===== src/logic/mic_cfg.svh =====
`ifndef MIC_CFG_SVH
`define MIC_CFG_SVH

// sizes
`define MIC_NSRC       12
`define MIC_IDX_W      4
`define MIC_VEC_W      16
`define MIC_DATA_W     32
`define MIC_ADDR_W     4
`define MIC_NEV        4

// register addresses
`define MIC_REG_CTRL   4'h0
`define MIC_REG_STAT   4'h1
`define MIC_REG_CFG    4'h2
`define MIC_REG_PEND   4'h3
`define MIC_REG_EV     4'h4
`define MIC_REG_MASK   4'h5
`define MIC_REG_LAST   4'h6

// control fields and register reset values
`define MIC_CTRL_W     5
`define MIC_CTRL_RR    0
`define MIC_CTRL_IVSEL 1
`define MIC_CTRL_LOEN  2
`define MIC_CTRL_RST   5'h00
`define MIC_CFG_RST    24'h00_0000
`define MIC_EV_RST     4'h0
`define MIC_MASK_RST   4'h0

// event and active bit positions
`define MIC_B_LO       0
`define MIC_B_MED      1
`define MIC_B_HI       2
`define MIC_B_NMI      3

// level codes
`define MIC_LVL_OFF    2'h0
`define MIC_LVL_LO     2'h1
`define MIC_LVL_MED    2'h2
`define MIC_LVL_HI     2'h3

// vector word addresses, table step and boot table offset
`define MIC_VEC_RESET  16'h0000
`define MIC_VEC_OSCF   16'h0002
`define MIC_VEC_PORTC  16'h0004
`define MIC_VEC_PORTR  16'h0008
`define MIC_VEC_DMA    16'h000C
`define MIC_VEC_RTC    16'h0014
`define MIC_VEC_TWIC   16'h0018
`define MIC_VEC_STEP   16'h0002
`define MIC_VEC_BOOT   16'hF000
`endif


===== src/logic/mic_pkg.sv =====
`include "mic_cfg.svh"
package mic_pkg;
   typedef logic [`MIC_VEC_W-1:0] mic_vec_t;

   typedef struct packed {
      logic                   wr;
      logic                   rd;
      logic [`MIC_ADDR_W-1:0] addr;
      logic [`MIC_DATA_W-1:0] wdata;
   } mic_reg_req_t;

   typedef struct packed {
      logic                  valid;
      logic                  nmi;
      logic [1:0]            level;
      logic [`MIC_IDX_W-1:0] idx;
      mic_vec_t              vector;
   } mic_grant_t;

   typedef enum logic {MIC_ST_BOOT, MIC_ST_RUN} mic_state_t;
endpackage : mic_pkg


===== src/logic/mic_pick.sv =====
`timescale 1ns/1ns
`include "mic_cfg.svh"
module mic_pick
   import mic_pkg::*;
(
   // requests and search start
   input  wire logic [`MIC_NSRC-1:0]  req_in,
   input  wire logic [`MIC_IDX_W-1:0] start_in,
   // result
   output logic                       hit_out,
   output logic [`MIC_IDX_W-1:0]      idx_out
);
   // scan downward so the first index at or after start_in is the last to win
   always_comb begin : scan
      int unsigned k;
      k       = 0;
      hit_out = 1'b0;
      idx_out = '0;
      for (int i = `MIC_NSRC - 1; i >= 0; i--) begin
         k = (int'(start_in) + i) % `MIC_NSRC;
         if (req_in[k]) begin
            hit_out = 1'b1;
            idx_out = `MIC_IDX_W'(k);
         end
      end
   end
endmodule : mic_pick


===== src/logic/mic_multilevel_irq_ctrl.sv =====
// Design decisions made here: the strobed register port and the address map.
`timescale 1ns/1ns
`include "mic_cfg.svh"
module mic_multilevel_irq_ctrl
   import mic_pkg::*;
(
   // clock and reset
   input  wire logic                   sys_clk_in,
   input  wire logic                   reset_in,
   // register port
   input  wire mic_reg_req_t           reg_req_in,
   output logic [`MIC_DATA_W-1:0]      rd_data_out,
   // peripheral requests
   input  wire logic [`MIC_NSRC-1:0]   src_cond_in,
   input  wire logic                   osc_fail_in,
   // processor core
   input  wire logic                   cpu_ack_in,
   input  wire logic                   cpu_reti_in,
   output mic_grant_t                  grant_out,
   output logic                        pc_load_out,
   output mic_vec_t                    pc_value_out,
   // event interrupt
   output logic                        irq_out
);

   mic_state_t                 state_q;
   logic [`MIC_CTRL_W-1:0]     ctrl_q;
   logic [2*`MIC_NSRC-1:0]     cfg_q;
   logic [`MIC_NEV-1:0]        ev_q;
   logic [`MIC_NEV-1:0]        ev_d;
   logic [`MIC_NEV-1:0]        ev_set;
   logic [`MIC_NEV-1:0]        mask_q;
   logic [`MIC_NEV-1:0]        mask_d;
   logic [`MIC_NEV-1:0]        active_q;
   logic [`MIC_NEV-1:0]        active_d;
   logic [`MIC_IDX_W-1:0]      last_lo_q;
   logic [`MIC_IDX_W-1:0]      lo_start;
   logic [`MIC_NSRC-1:0]       pend;
   logic [1:0]                 src_lvl [`MIC_NSRC];
   logic [`MIC_NSRC-1:0]       lvl_req [3];
   logic [2:0]                 lvl_hit;
   logic [`MIC_IDX_W-1:0]      lvl_idx [3];
   logic [`MIC_IDX_W-1:0]      start_sel [3];
   mic_grant_t                 win;
   mic_grant_t                 grant_q;
   logic                       took;
   logic                       wr_ctrl;
   logic                       wr_cfg;
   logic                       wr_ev;
   logic                       wr_mask;
   logic [`MIC_DATA_W-1:0]     rd_d;
   logic [`MIC_DATA_W-1:0]     rd_data_q;
   logic                       pc_load_q;
   mic_vec_t                   pc_value_q;
   logic                       irq_q;

   // helpers

   // peripheral base plus offset inside the peripheral, moved into boot when selected
   function automatic mic_vec_t src_vector(input logic [`MIC_IDX_W-1:0] idx,
                                           input logic                  boot);
      mic_vec_t base;
      mic_vec_t sub;
      base = `MIC_VEC_PORTC;
      sub  = '0;
      unique case (idx)
         4'h0, 4'h1: begin
            base = `MIC_VEC_PORTC;
            sub  = {15'h0000, idx[0]};
         end
         4'h2, 4'h3: begin
            base = `MIC_VEC_PORTR;
            sub  = {15'h0000, idx[0]};
         end
         4'h4, 4'h5, 4'h6, 4'h7: begin
            base = `MIC_VEC_DMA;
            sub  = {14'h0000, idx[1:0]};
         end
         4'h8, 4'h9: begin
            base = `MIC_VEC_RTC;
            sub  = {15'h0000, idx[0]};
         end
         default: begin
            base = `MIC_VEC_TWIC;
            sub  = {15'h0000, idx[0]};
         end
      endcase
      src_vector = table_at(base + `MIC_VEC_W'(sub * `MIC_VEC_STEP), boot);
   endfunction : src_vector

   // table relocation, word addressed throughout
   function automatic mic_vec_t table_at(input mic_vec_t vec, input logic boot);
      table_at = boot ? vec + `MIC_VEC_BOOT : vec;
   endfunction : table_at

   // level code to event/active bit
   function automatic logic [`MIC_NEV-1:0] lvl_bit(input logic [1:0] lvl);
      lvl_bit = '0;
      unique case (lvl)
         `MIC_LVL_LO:  lvl_bit[`MIC_B_LO]  = 1'b1;
         `MIC_LVL_MED: lvl_bit[`MIC_B_MED] = 1'b1;
         `MIC_LVL_HI:  lvl_bit[`MIC_B_HI]  = 1'b1;
         default:      lvl_bit = '0;
      endcase
   endfunction : lvl_bit

   // request gathering

   generate
      for (genvar g = 0; g < `MIC_NSRC; g++) begin : g_src
         assign src_lvl[g] = cfg_q[2*g +: 2];
         assign pend[g]    = src_cond_in[g] && (src_lvl[g] != `MIC_LVL_OFF);
      end
   endgenerate

   // round robin restarts just after the last low source served
   always_comb begin
      lo_start = '0;
      if (ctrl_q[`MIC_CTRL_RR]) begin
         if (last_lo_q == `MIC_IDX_W'(`MIC_NSRC - 1)) begin
            lo_start = '0;
         end else begin
            lo_start = last_lo_q + `MIC_IDX_W'(1);
         end
      end
   end

   generate
      for (genvar l = 0; l < 3; l++) begin : g_lvl
         always_comb begin
            for (int s = 0; s < `MIC_NSRC; s++) begin
               lvl_req[l][s] = pend[s] && (src_lvl[s] == 2'(l + 1));
            end
         end
         assign start_sel[l] = (l == 0) ? lo_start : '0;
         mic_pick u_pick (
            .req_in   (lvl_req[l]),
            .start_in (start_sel[l]),
            .hit_out  (lvl_hit[l]),
            .idx_out  (lvl_idx[l])
         );
      end
   endgenerate

   // arbitration
   // nmi ignores the level enables and is held off only by its own handler

   always_comb begin
      win = '0;
      if (state_q == MIC_ST_RUN && !active_q[`MIC_B_NMI]) begin
         if (osc_fail_in) begin
            win.valid  = 1'b1;
            win.nmi    = 1'b1;
            win.level  = `MIC_LVL_HI;
            win.vector = table_at(`MIC_VEC_OSCF, ctrl_q[`MIC_CTRL_IVSEL]);
         end else if (lvl_hit[2] && ctrl_q[`MIC_CTRL_LOEN + 2]
                      && !active_q[`MIC_B_HI]) begin
            win.valid  = 1'b1;
            win.level  = `MIC_LVL_HI;
            win.idx    = lvl_idx[2];
            win.vector = src_vector(lvl_idx[2], ctrl_q[`MIC_CTRL_IVSEL]);
         end else if (lvl_hit[1] && ctrl_q[`MIC_CTRL_LOEN + 1]
                      && !active_q[`MIC_B_HI] && !active_q[`MIC_B_MED]) begin
            win.valid  = 1'b1;
            win.level  = `MIC_LVL_MED;
            win.idx    = lvl_idx[1];
            win.vector = src_vector(lvl_idx[1], ctrl_q[`MIC_CTRL_IVSEL]);
         end else if (lvl_hit[0] && ctrl_q[`MIC_CTRL_LOEN]
                      && active_q[`MIC_B_HI:`MIC_B_LO] == 3'h0) begin
            win.valid  = 1'b1;
            win.level  = `MIC_LVL_LO;
            win.idx    = lvl_idx[0];
            win.vector = src_vector(lvl_idx[0], ctrl_q[`MIC_CTRL_IVSEL]);
         end
      end
   end

   assign took = cpu_ack_in && grant_q.valid;

   // grant is withdrawn in the acknowledge cycle so a stale copy is never taken twice
   always_ff @(posedge sys_clk_in) begin
      if (reset_in) begin
         grant_q <= '0;
      end else if (took) begin
         grant_q <= '0;
      end else begin
         grant_q <= win;
      end
   end

   // startup and vector load
   // one boot cycle issues the reset vector before any grant can form

   always_ff @(posedge sys_clk_in) begin
      if (reset_in) begin
         state_q <= MIC_ST_BOOT;
      end else begin
         unique case (state_q)
            MIC_ST_BOOT: state_q <= MIC_ST_RUN;
            MIC_ST_RUN:  state_q <= MIC_ST_RUN;
         endcase
      end
   end

   always_ff @(posedge sys_clk_in) begin
      if (reset_in) begin
         pc_load_q  <= 1'b0;
         pc_value_q <= `MIC_VEC_RESET;
      end else if (state_q == MIC_ST_BOOT) begin
         pc_load_q  <= 1'b1;
         pc_value_q <= table_at(`MIC_VEC_RESET, ctrl_q[`MIC_CTRL_IVSEL]);
      end else if (took) begin
         pc_load_q  <= 1'b1;
         pc_value_q <= grant_q.vector;
      end else begin
         pc_load_q  <= 1'b0;
      end
   end

   // active level tracking

   // return retires the most urgent active handler, then a new entry is added
   always_comb begin
      active_d = active_q;
      if (cpu_reti_in) begin
         if (active_q[`MIC_B_NMI]) begin
            active_d[`MIC_B_NMI] = 1'b0;
         end else if (active_q[`MIC_B_HI]) begin
            active_d[`MIC_B_HI] = 1'b0;
         end else if (active_q[`MIC_B_MED]) begin
            active_d[`MIC_B_MED] = 1'b0;
         end else begin
            active_d[`MIC_B_LO] = 1'b0;
         end
      end
      if (took) begin
         active_d = active_d | ev_set;
      end
   end

   always_ff @(posedge sys_clk_in) begin
      if (reset_in) begin
         active_q <= '0;
      end else begin
         active_q <= active_d;
      end
   end

   // only low grants move the round robin pointer, nmi and upper levels leave it
   always_ff @(posedge sys_clk_in) begin
      if (reset_in) begin
         last_lo_q <= '0;
      end else if (took && !grant_q.nmi && grant_q.level == `MIC_LVL_LO) begin
         last_lo_q <= grant_q.idx;
      end
   end

   // register port

   assign wr_ctrl = reg_req_in.wr && reg_req_in.addr == `MIC_REG_CTRL;
   assign wr_cfg  = reg_req_in.wr && reg_req_in.addr == `MIC_REG_CFG;
   assign wr_ev   = reg_req_in.wr && reg_req_in.addr == `MIC_REG_EV;
   assign wr_mask = reg_req_in.wr && reg_req_in.addr == `MIC_REG_MASK;

   always_ff @(posedge sys_clk_in) begin
      if (reset_in) begin
         ctrl_q <= `MIC_CTRL_RST;
      end else if (wr_ctrl) begin
         ctrl_q <= reg_req_in.wdata[`MIC_CTRL_W-1:0];
      end
   end

   always_ff @(posedge sys_clk_in) begin
      if (reset_in) begin
         cfg_q <= `MIC_CFG_RST;
      end else if (wr_cfg) begin
         cfg_q <= reg_req_in.wdata[2*`MIC_NSRC-1:0];
      end
   end

   // events and mask

   always_comb begin
      ev_set = '0;
      if (took) begin
         ev_set = grant_q.nmi ? `MIC_NEV'(1 << `MIC_B_NMI) : lvl_bit(grant_q.level);
      end
      // a new event wins over a write-one clear in the same cycle
      ev_d = ev_q;
      if (wr_ev) begin
         ev_d = ev_q & ~reg_req_in.wdata[`MIC_NEV-1:0];
      end
      ev_d   = ev_d | ev_set;
      mask_d = wr_mask ? reg_req_in.wdata[`MIC_NEV-1:0] : mask_q;
   end

   always_ff @(posedge sys_clk_in) begin
      if (reset_in) begin
         ev_q   <= `MIC_EV_RST;
         mask_q <= `MIC_MASK_RST;
         irq_q  <= 1'b0;
      end else begin
         ev_q   <= ev_d;
         mask_q <= mask_d;
         irq_q  <= |(ev_d & mask_d);
      end
   end

   // read data, valid only in the cycle after the strobe

   always_comb begin
      rd_d = '0;
      if (reg_req_in.rd) begin
         unique case (reg_req_in.addr)
            `MIC_REG_CTRL: rd_d = `MIC_DATA_W'(ctrl_q);
            `MIC_REG_STAT: rd_d = `MIC_DATA_W'(active_q);
            `MIC_REG_CFG:  rd_d = `MIC_DATA_W'(cfg_q);
            `MIC_REG_PEND: rd_d = `MIC_DATA_W'(pend);
            `MIC_REG_EV:   rd_d = `MIC_DATA_W'(ev_q);
            `MIC_REG_MASK: rd_d = `MIC_DATA_W'(mask_q);
            `MIC_REG_LAST: rd_d = `MIC_DATA_W'(last_lo_q);
            default:       rd_d = '0;
         endcase
      end
   end

   always_ff @(posedge sys_clk_in) begin
      if (reset_in) begin
         rd_data_q <= '0;
      end else begin
         rd_data_q <= rd_d;
      end
   end

   // outputs

   assign rd_data_out  = rd_data_q;
   assign grant_out    = grant_q;
   assign pc_load_out  = pc_load_q;
   assign pc_value_out = pc_value_q;
   assign irq_out      = irq_q;

endmodule : mic_multilevel_irq_ctrl


===== config.mk =====
export PLATFORM = sky130hd
export DESIGN_NAME = mic_multilevel_irq_ctrl
export DESIGN_NICKNAME = d
export VERILOG_FILES = /design/src/logic/mic_pkg.sv /design/src/logic/mic_pick.sv /design/src/logic/mic_multilevel_irq_ctrl.sv
export VERILOG_INCLUDE_DIRS = /design/src /design/src/logic
export SDC_FILE = /design/constraint.sdc
export NUM_CORES = 1
export LEC_CHECK = 0
export ABC_AREA = 1
export BUFFER_PORTS_ARGS = -buffer_cell sky130_fd_sc_hd__buf_2
export CORE_MARGIN = 1.5
export CORE_UTILIZATION = 53
export DETAILED_ROUTE_END_ITERATION = 16
export PLACE_DENSITY = 0.77
export SYNTH_ARGS = -nofsm -noshare
export SYNTH_HDL_FRONTEND = slang
export SYNTH_SLANG_ARGS = --single-unit

===== constraint.sdc =====
create_clock -name sys_clk_in -period 8 [get_ports sys_clk_in]
set_input_delay 0.4 -clock sys_clk_in [delete_from_list [all_inputs] [get_ports sys_clk_in]]
set_output_delay 0.4 -clock sys_clk_in [all_outputs]
set_load 0.005 [all_outputs]

== Word-level counts from Yosys, hierarchy flattened ==
Index checks and enable logic that the tools add are counted.

* Register bits: 120
* Logic and storage cells: 400

* $add $sub $neg: 18
* Divide/modulo/power cells: 12
* Magnitude comparators: 12
* Equal/unequal tests: 74
* Muxes and demuxes: 161
* Bitwise operators: 7
* Reductions and logical operators: 100

{| class="wikitable"
|+ Operator list
! cell !! number
|-
| < comparator 32 x 5 -> 1 bit (second input constant) || 12
|-
| remainder unit 32 x 5 -> 32 bit (second input constant) || 11
|-
| 2-to-1 mux 16 bit || 20
|-
| 2-to-1 mux 15 bit || 12
|-
| 2-to-1 mux 4 bit || 44
|-
| case mux 24 bit (7 select lines) || 1
|-
| logical AND 1 bit || 63
|-
| == test 4 x 3 -> 1 bit (second input constant) || 15
|-
| 2-to-1 mux 1 bit || 60
|-
| case mux 5 bit (4 select lines) || 3
|-
| == test 2 bit (second input constant) || 26
|-
| adder 16 bit || 3
|-
| adder 16 bit (second input constant) || 3
|-
| binary-select mux 1 bit (select 4 bit) || 12
|-
| 2-to-1 mux 22 bit || 2
|-
| == test 4 x 2 -> 1 bit (second input constant) || 8
|-
| remainder unit 5 x 5 -> 32 bit (second input constant) || 1
|-
| == test 4 bit (second input constant) || 7
|-
| == test 2 x 1 -> 1 bit (second input constant) || 13
|-
| nonzero test 2 bit || 12
|-
| 2-to-1 mux 21 bit || 1
|-
| adder 4 x 3 -> 5 bit (second input constant) || 4
|-
| adder 4 x 4 -> 5 bit (second input constant) || 4
|-
| OR reduction 2 bit || 10
|-
| 16 further kinds || 37
|}

== Logic depth before layout (Yosys ltp) ==
* Depth after elaboration: 34
* Gate-level depth with buffers: 44
* Depth with buffers taken out: 44

== Least setup slack after synthesis ==
No wires, ideal clock.

* Path type: register to register
* Start point: register last_lo_q[0]
* End point: register grant_q (netlist bit grant_out[4])
* Arrival time: 4.322 ns
* Slack: 3.559 ns
* Cell stages (with the launch flop): 38
* Buffers on the path: 0
* Period minus slack after synthesis: 4.441 ns
* Path through: dfxtp_1 ha_1 xor2_1 nand2_4 inv_1 ha_1 inv_1 o21ai_1 ha_1 inv_1 nand2_1 nand2_1 o21ai_0 inv_1 ha_1 inv_1 nand2_1 inv_1 [... 2 more ...] nand2_1 nand3_1 nand2_1 a31oi_1 nand2_1 nand2_1 nand2_1 nand2_1 nand2_1 nand2_1 nand2_1 a21boi_2 nor2_1 ha_1 ha_1 a21o_1 nand3_1 a21oi_1

* Cells in the longest elaborated chain, start to end: 34
* Elaborated cells between the ends (all ways): 110

{| class="wikitable"
|+ Ends and longest elaborated chain
! item !! line !! text
|-
| start: declaration || mic_multilevel_irq_ctrl.sv:36 || <nowiki>logic [`MIC_IDX_W-1:0] last_lo_q;</nowiki>
|-
| start signal: assignment || mic_multilevel_irq_ctrl.sv:254 || <nowiki>last_lo_q <= grant_q.idx;</nowiki>
|-
| adder 4 x 1 -> 4 bit or == test 4 bit (tied branches) || mic_multilevel_irq_ctrl.sv:123, mic_multilevel_irq_ctrl.sv:120 ||
|-
| 2-to-1 mux 4 bit (*) || mic_multilevel_irq_ctrl.sv:120 || <nowiki>if (last_lo_q == `MIC_IDX_W'(`MIC_NSRC - 1)) begin</nowiki>
|-
| 2-to-1 mux 4 bit (*) || mic_multilevel_irq_ctrl.sv:119 || <nowiki>if (ctrl_q[`MIC_CTRL_RR]) begin</nowiki>
|-
| adder 4 x 4 -> 5 bit || mic_pick.sv:20 || <nowiki>k = (int'(start_in) + i) % `MIC_NSRC;</nowiki>
|-
| remainder unit 32 x 5 -> 32 bit (no line) || -- ||
|-
| binary-select mux 1 bit (select 4 bit) || mic_pick.sv:21 || <nowiki>if (req_in[k]) begin</nowiki>
|-
| 2-to-1 mux 1 bit (not written as such) || mic_pick.sv:21 ||
|-
| 2-to-1 mux 4 bit (12 in series) || mic_pick.sv:21 ||
|-
| [... 7 more ...] || -- ||
|-
| 2-to-1 mux 16 bit or 2-to-1 mux 15 bit (tied branches) || mic_multilevel_irq_ctrl.sv:150 || <nowiki>if (state_q == MIC_ST_RUN && !active_q[`MIC_B_NMI]) begin</nowiki>
|-
| adder 16 bit || mic_multilevel_irq_ctrl.sv:88 || <nowiki>src_vector = table_at(base + `MIC_VEC_W'(sub * `MIC_VEC_STEP), boot);</nowiki>
|-
| adder 16 bit (no line) || -- ||
|-
| 2-to-1 mux 16 bit || mic_multilevel_irq_ctrl.sv:93 || <nowiki>table_at = boot ? vec + `MIC_VEC_BOOT : vec;</nowiki>
|-
| 2-to-1 mux 21 bit (*) || mic_multilevel_irq_ctrl.sv:168 || <nowiki>end else if (lvl_hit[0] && ctrl_q[`MIC_CTRL_LOEN]</nowiki>
|-
| 2-to-1 mux 22 bit (*) || mic_multilevel_irq_ctrl.sv:162 || <nowiki>end else if (lvl_hit[1] && ctrl_q[`MIC_CTRL_LOEN + 1]</nowiki>
|-
| 2-to-1 mux 22 bit (*) || mic_multilevel_irq_ctrl.sv:156 || <nowiki>end else if (lvl_hit[2] && ctrl_q[`MIC_CTRL_LOEN + 2]</nowiki>
|-
| 2-to-1 mux 16 bit (*) || mic_multilevel_irq_ctrl.sv:151 || <nowiki>if (osc_fail_in) begin</nowiki>
|-
| end signal: assignment || mic_multilevel_irq_ctrl.sv:187 || <nowiki>grant_q <= win;</nowiki>
|-
| end: declaration || mic_multilevel_irq_ctrl.sv:45 || <nowiki>mic_grant_t grant_q;</nowiki>
|}

Every way passes the cells marked *; elsewhere a longest branch is shown, timed or not. The select of a mux whose other input is x is not followed.
A chain may end at the register's enable or synchronous reset.

== Worst setup path in the final report ==
Ends and elaborated chain as after synthesis.

==> out/summary.txt <==
Net Switching: 0.265 mW
Root buffer cell: clkbuf_16
Final nets: 1,238
Synth Register Bits: 92
CP max FO: 15
P_int: 0.741 mW
H-tree levels: 3
Die area: 13,600 µm²
Critical-path top delay cell: nand2_1
Clock power share: 0.417
Post-synthesis sequential area ratio: 0.270
Worst path max stage delay: 480 ps
Reg power frac: 0.466
Top cells by area, synth: dfxtp_1, nand2_1, inv_1, ha_1, a21oi_1
Clk sinks: 92
Largest net degree at the start of global routing: 49
Pwr/cell area: 132 nW/µm²
Post-route DRC: 0
Placeable core area: 12,600 µm²
Initial drt markers: 547
Net Sw Frac: 0.263
Max-slew violations: 0
Top_reg_cell synth: dfxtp_1
Synth area leader: dfxtp_1
Clock skew: 7.98 ps
GRT met3 Usage: 0.0384
Routed len/inst: 13.2 µm
Worst slew pin tran: 901 ps
M1 GR Usage: 0.332
DIE WIDTH: 116 µm
HP Class: in2reg
Final setup violation count: 0
Skew-Pair Late Insertion Delay: 340 ps
Finished Core Util: 0.605
Initial Utilization: 0.543
Comb pwr share: 0.117
Max Fclk: 180 MHz
First-pass GRT wire length: 28,200 µm
Met2 global-route usage: 0.460
Fill count: 1,260
Fin Setup TNS: 0 ps
Ports: 129
P_leak: 3.76 nW
Busiest grt layer: met2
Clock transition at path regs: 70 ps
Final period util: 0.695
Post-synth EDFFs: 0
Drt pass-1 iters: 6
Critical Path End Type: register
Synthesized cell area: 6820 µm²
Share of layout cells above drive strength 1: 0.151
Site Rows: 41
Worst IR Drop VDD: 156 µV
Max_cap viols: 0
Worst path most repeated cell: nand2_1
Gpl congestion: 0.926
Hpwl dp: 13,800 µm
CTS tree: built
Area grow syn2layout: 11.5%
Startpoint Class: register
Grt ovf: 0
Detail Route Antenna Nets: 0
Clk buf depth: 2
Vias: 6,934
Die height: 116 µm
Vias in the first global route: 6,224
Post_cts resized: 0
GRT Overall Usage: 0.263
Routed WL: 17,500 µm
Min Tclk post-route: 5560 ps
Area after DPL: 7300 µm²
Ys async rst share: 0
Synth cell count leaders: nand2_1, inv_1, dfxtp_1
Status: finished clean
Most frequent cell after synthesis: nand2_1
Worst EP arrival: 5820 ps
Fin area: 7600 µm²
CTS Hold Bufs: 0
CTS Buf Count: 9
Diode count: 0
Unique masters post-synth: 53
Via/cell ratio: 5.24
CP Data Required Time: 8250 ps
RSZ-0062 raised after global routing: false
Ys Warns: 0
Final hold violation count: 0
Critical path type: reg2reg
Syn_area_per_cell: 6.39 µm²
Post-CTS Setup Inserts: 0
Initial antenna violation count: 0
Hold_ws: 256 ps
Post-synthesis cell count: 1,067
Port bufs: 98
Max-slew headroom: 0.398
Area share of the largest cell type after synthesis: 0.270
[metal layers]
metal / up-vias / part of all wire
li1: 3602 / -
met1: 3094 / 0.45
met2: 206 / 0.47
met3: 32 / 0.059
met4: 0 / 0.021
met5: - / 0
[power groups by stage]
stage               combinational, mW  clock, mW  sequential [mW]
floorplan                      0.0881          0            0.479
global placement                0.114          0            0.479
detailed placement              0.115          0            0.479
CTS                             0.116      0.422            0.469
global route                    0.136      0.441            0.469
finish                          0.118      0.420            0.469
[cells by family after synthesis]
| logic type | after synthesis | share of synthesized area |
|---|---|---|
| AND/OR/NAND/NOR | 477 | 0.315 |
| AO/OA/AOI/OAI | 232 | 0.190 |
| buffers and inverters | 218 | 0.138 |
| flip-flops | 92 | 0.270 |
| adder cells (fa/ha/maj) | 36 | 0.0661 |
| XOR/XNOR | 10 | 0.0194 |
| other | 1 | 0.000550 |
| multiplexers | 1 | 0.00147 |
[area by class of cell]
type | count | area [µm²] | area share
Tap cell | 172 | 215 | 0.0283
Inverter | 166 | 623 | 0.0820
Clock inverter | 4 | 31.3 | 0.00412
Timing Repair Buffer | 100 | 505 | 0.0665
Sequential cell | 92 | 1840 | 0.242
Multi-Input combinational cell | 778 | 4120 | 0.542
Clock buffer | 12 | 267 | 0.0351
[registers in the layout, indices dropped and copies added (netlist names), 4 cells and up]
name and cells:
active_q 4, cfg_q 24, ctrl_q 5, ev_q 4
grant_out 14, last_lo_q 4, mask_q 4, pc_value_out 6
rd_data_out 24
[through the flow]
step                setup WS, ps  power (mW)  instances
detailed placement          2510       0.594       1308
global placement            2620       0.593       1308
floorplan                   3560       0.567       1088
finish                      2440        1.01       1324
global route                1790        1.05       1324
CTS                         2490        1.01       1324
[cells in the final DEF (no fill, tap or decap), types with 3 or more instances in the layout]
master      netlist  routed
a31oi_1           7       7
clkinvlp_4        0       3
nand3b_1          6       6
o21ai_1          24      24
o22ai_1          15      15
nand2_2          13      13
nand2_4           6       6
nand4_1           9       9
inv_2            18      18
conb_1            1      22
nor4_1            3       3
inv_1           147     147
or2_2             3       3
a221oi_1          3       3
or2_1             3       3
clkbuf_16         0       9
clkbuf_8          0       3
ha_1             36      36
buf_2             6      98
nand3_1          61      61
o21ai_0          75      75
nor2_1           89      89
o211ai_1          6       6
nand2_1         230     230
nor3_1           41      41
nand3_2           4       4
a21oi_1          85      85
xor2_1            7       7
dfxtp_1          92      92
[worst max-delay path: cells and delay by family (launching register included)]
family | cells | cell delay [ps]
AND/OR/NAND/NOR | 28 | 2500
adder cells (fa/ha/maj) | 6 | 1480
buffers and inverters | 5 | 770
flip-flops | 1 | 450
AO/OA/AOI/OAI | 2 | 250
[worst paths after layout]
| check | depth (start not counted) | slack, ps | from | to |
|---|---|---|---|---|
| hold / removal | 2 | 260 | osc_fail_in | grant_out[16]$_SDFF_PP0_ |
| setup / recovery | 41 | 2440 | last_lo_q[0]$_SDFFE_PP0P_ | grant_out[4]$_SDFF_PP0_ |
| setup reg to reg | 41 | 2440 | last_lo_q[0]$_SDFFE_PP0P_ | grant_out[4]$_SDFF_PP0_ |
| hold reg to reg | 1 | 460 | pc_value_out[1]$_SDFFE_PP0P_ | pc_value_out[1]$_SDFFE_PP0P_ |
(Power assumes the default switching activity.)
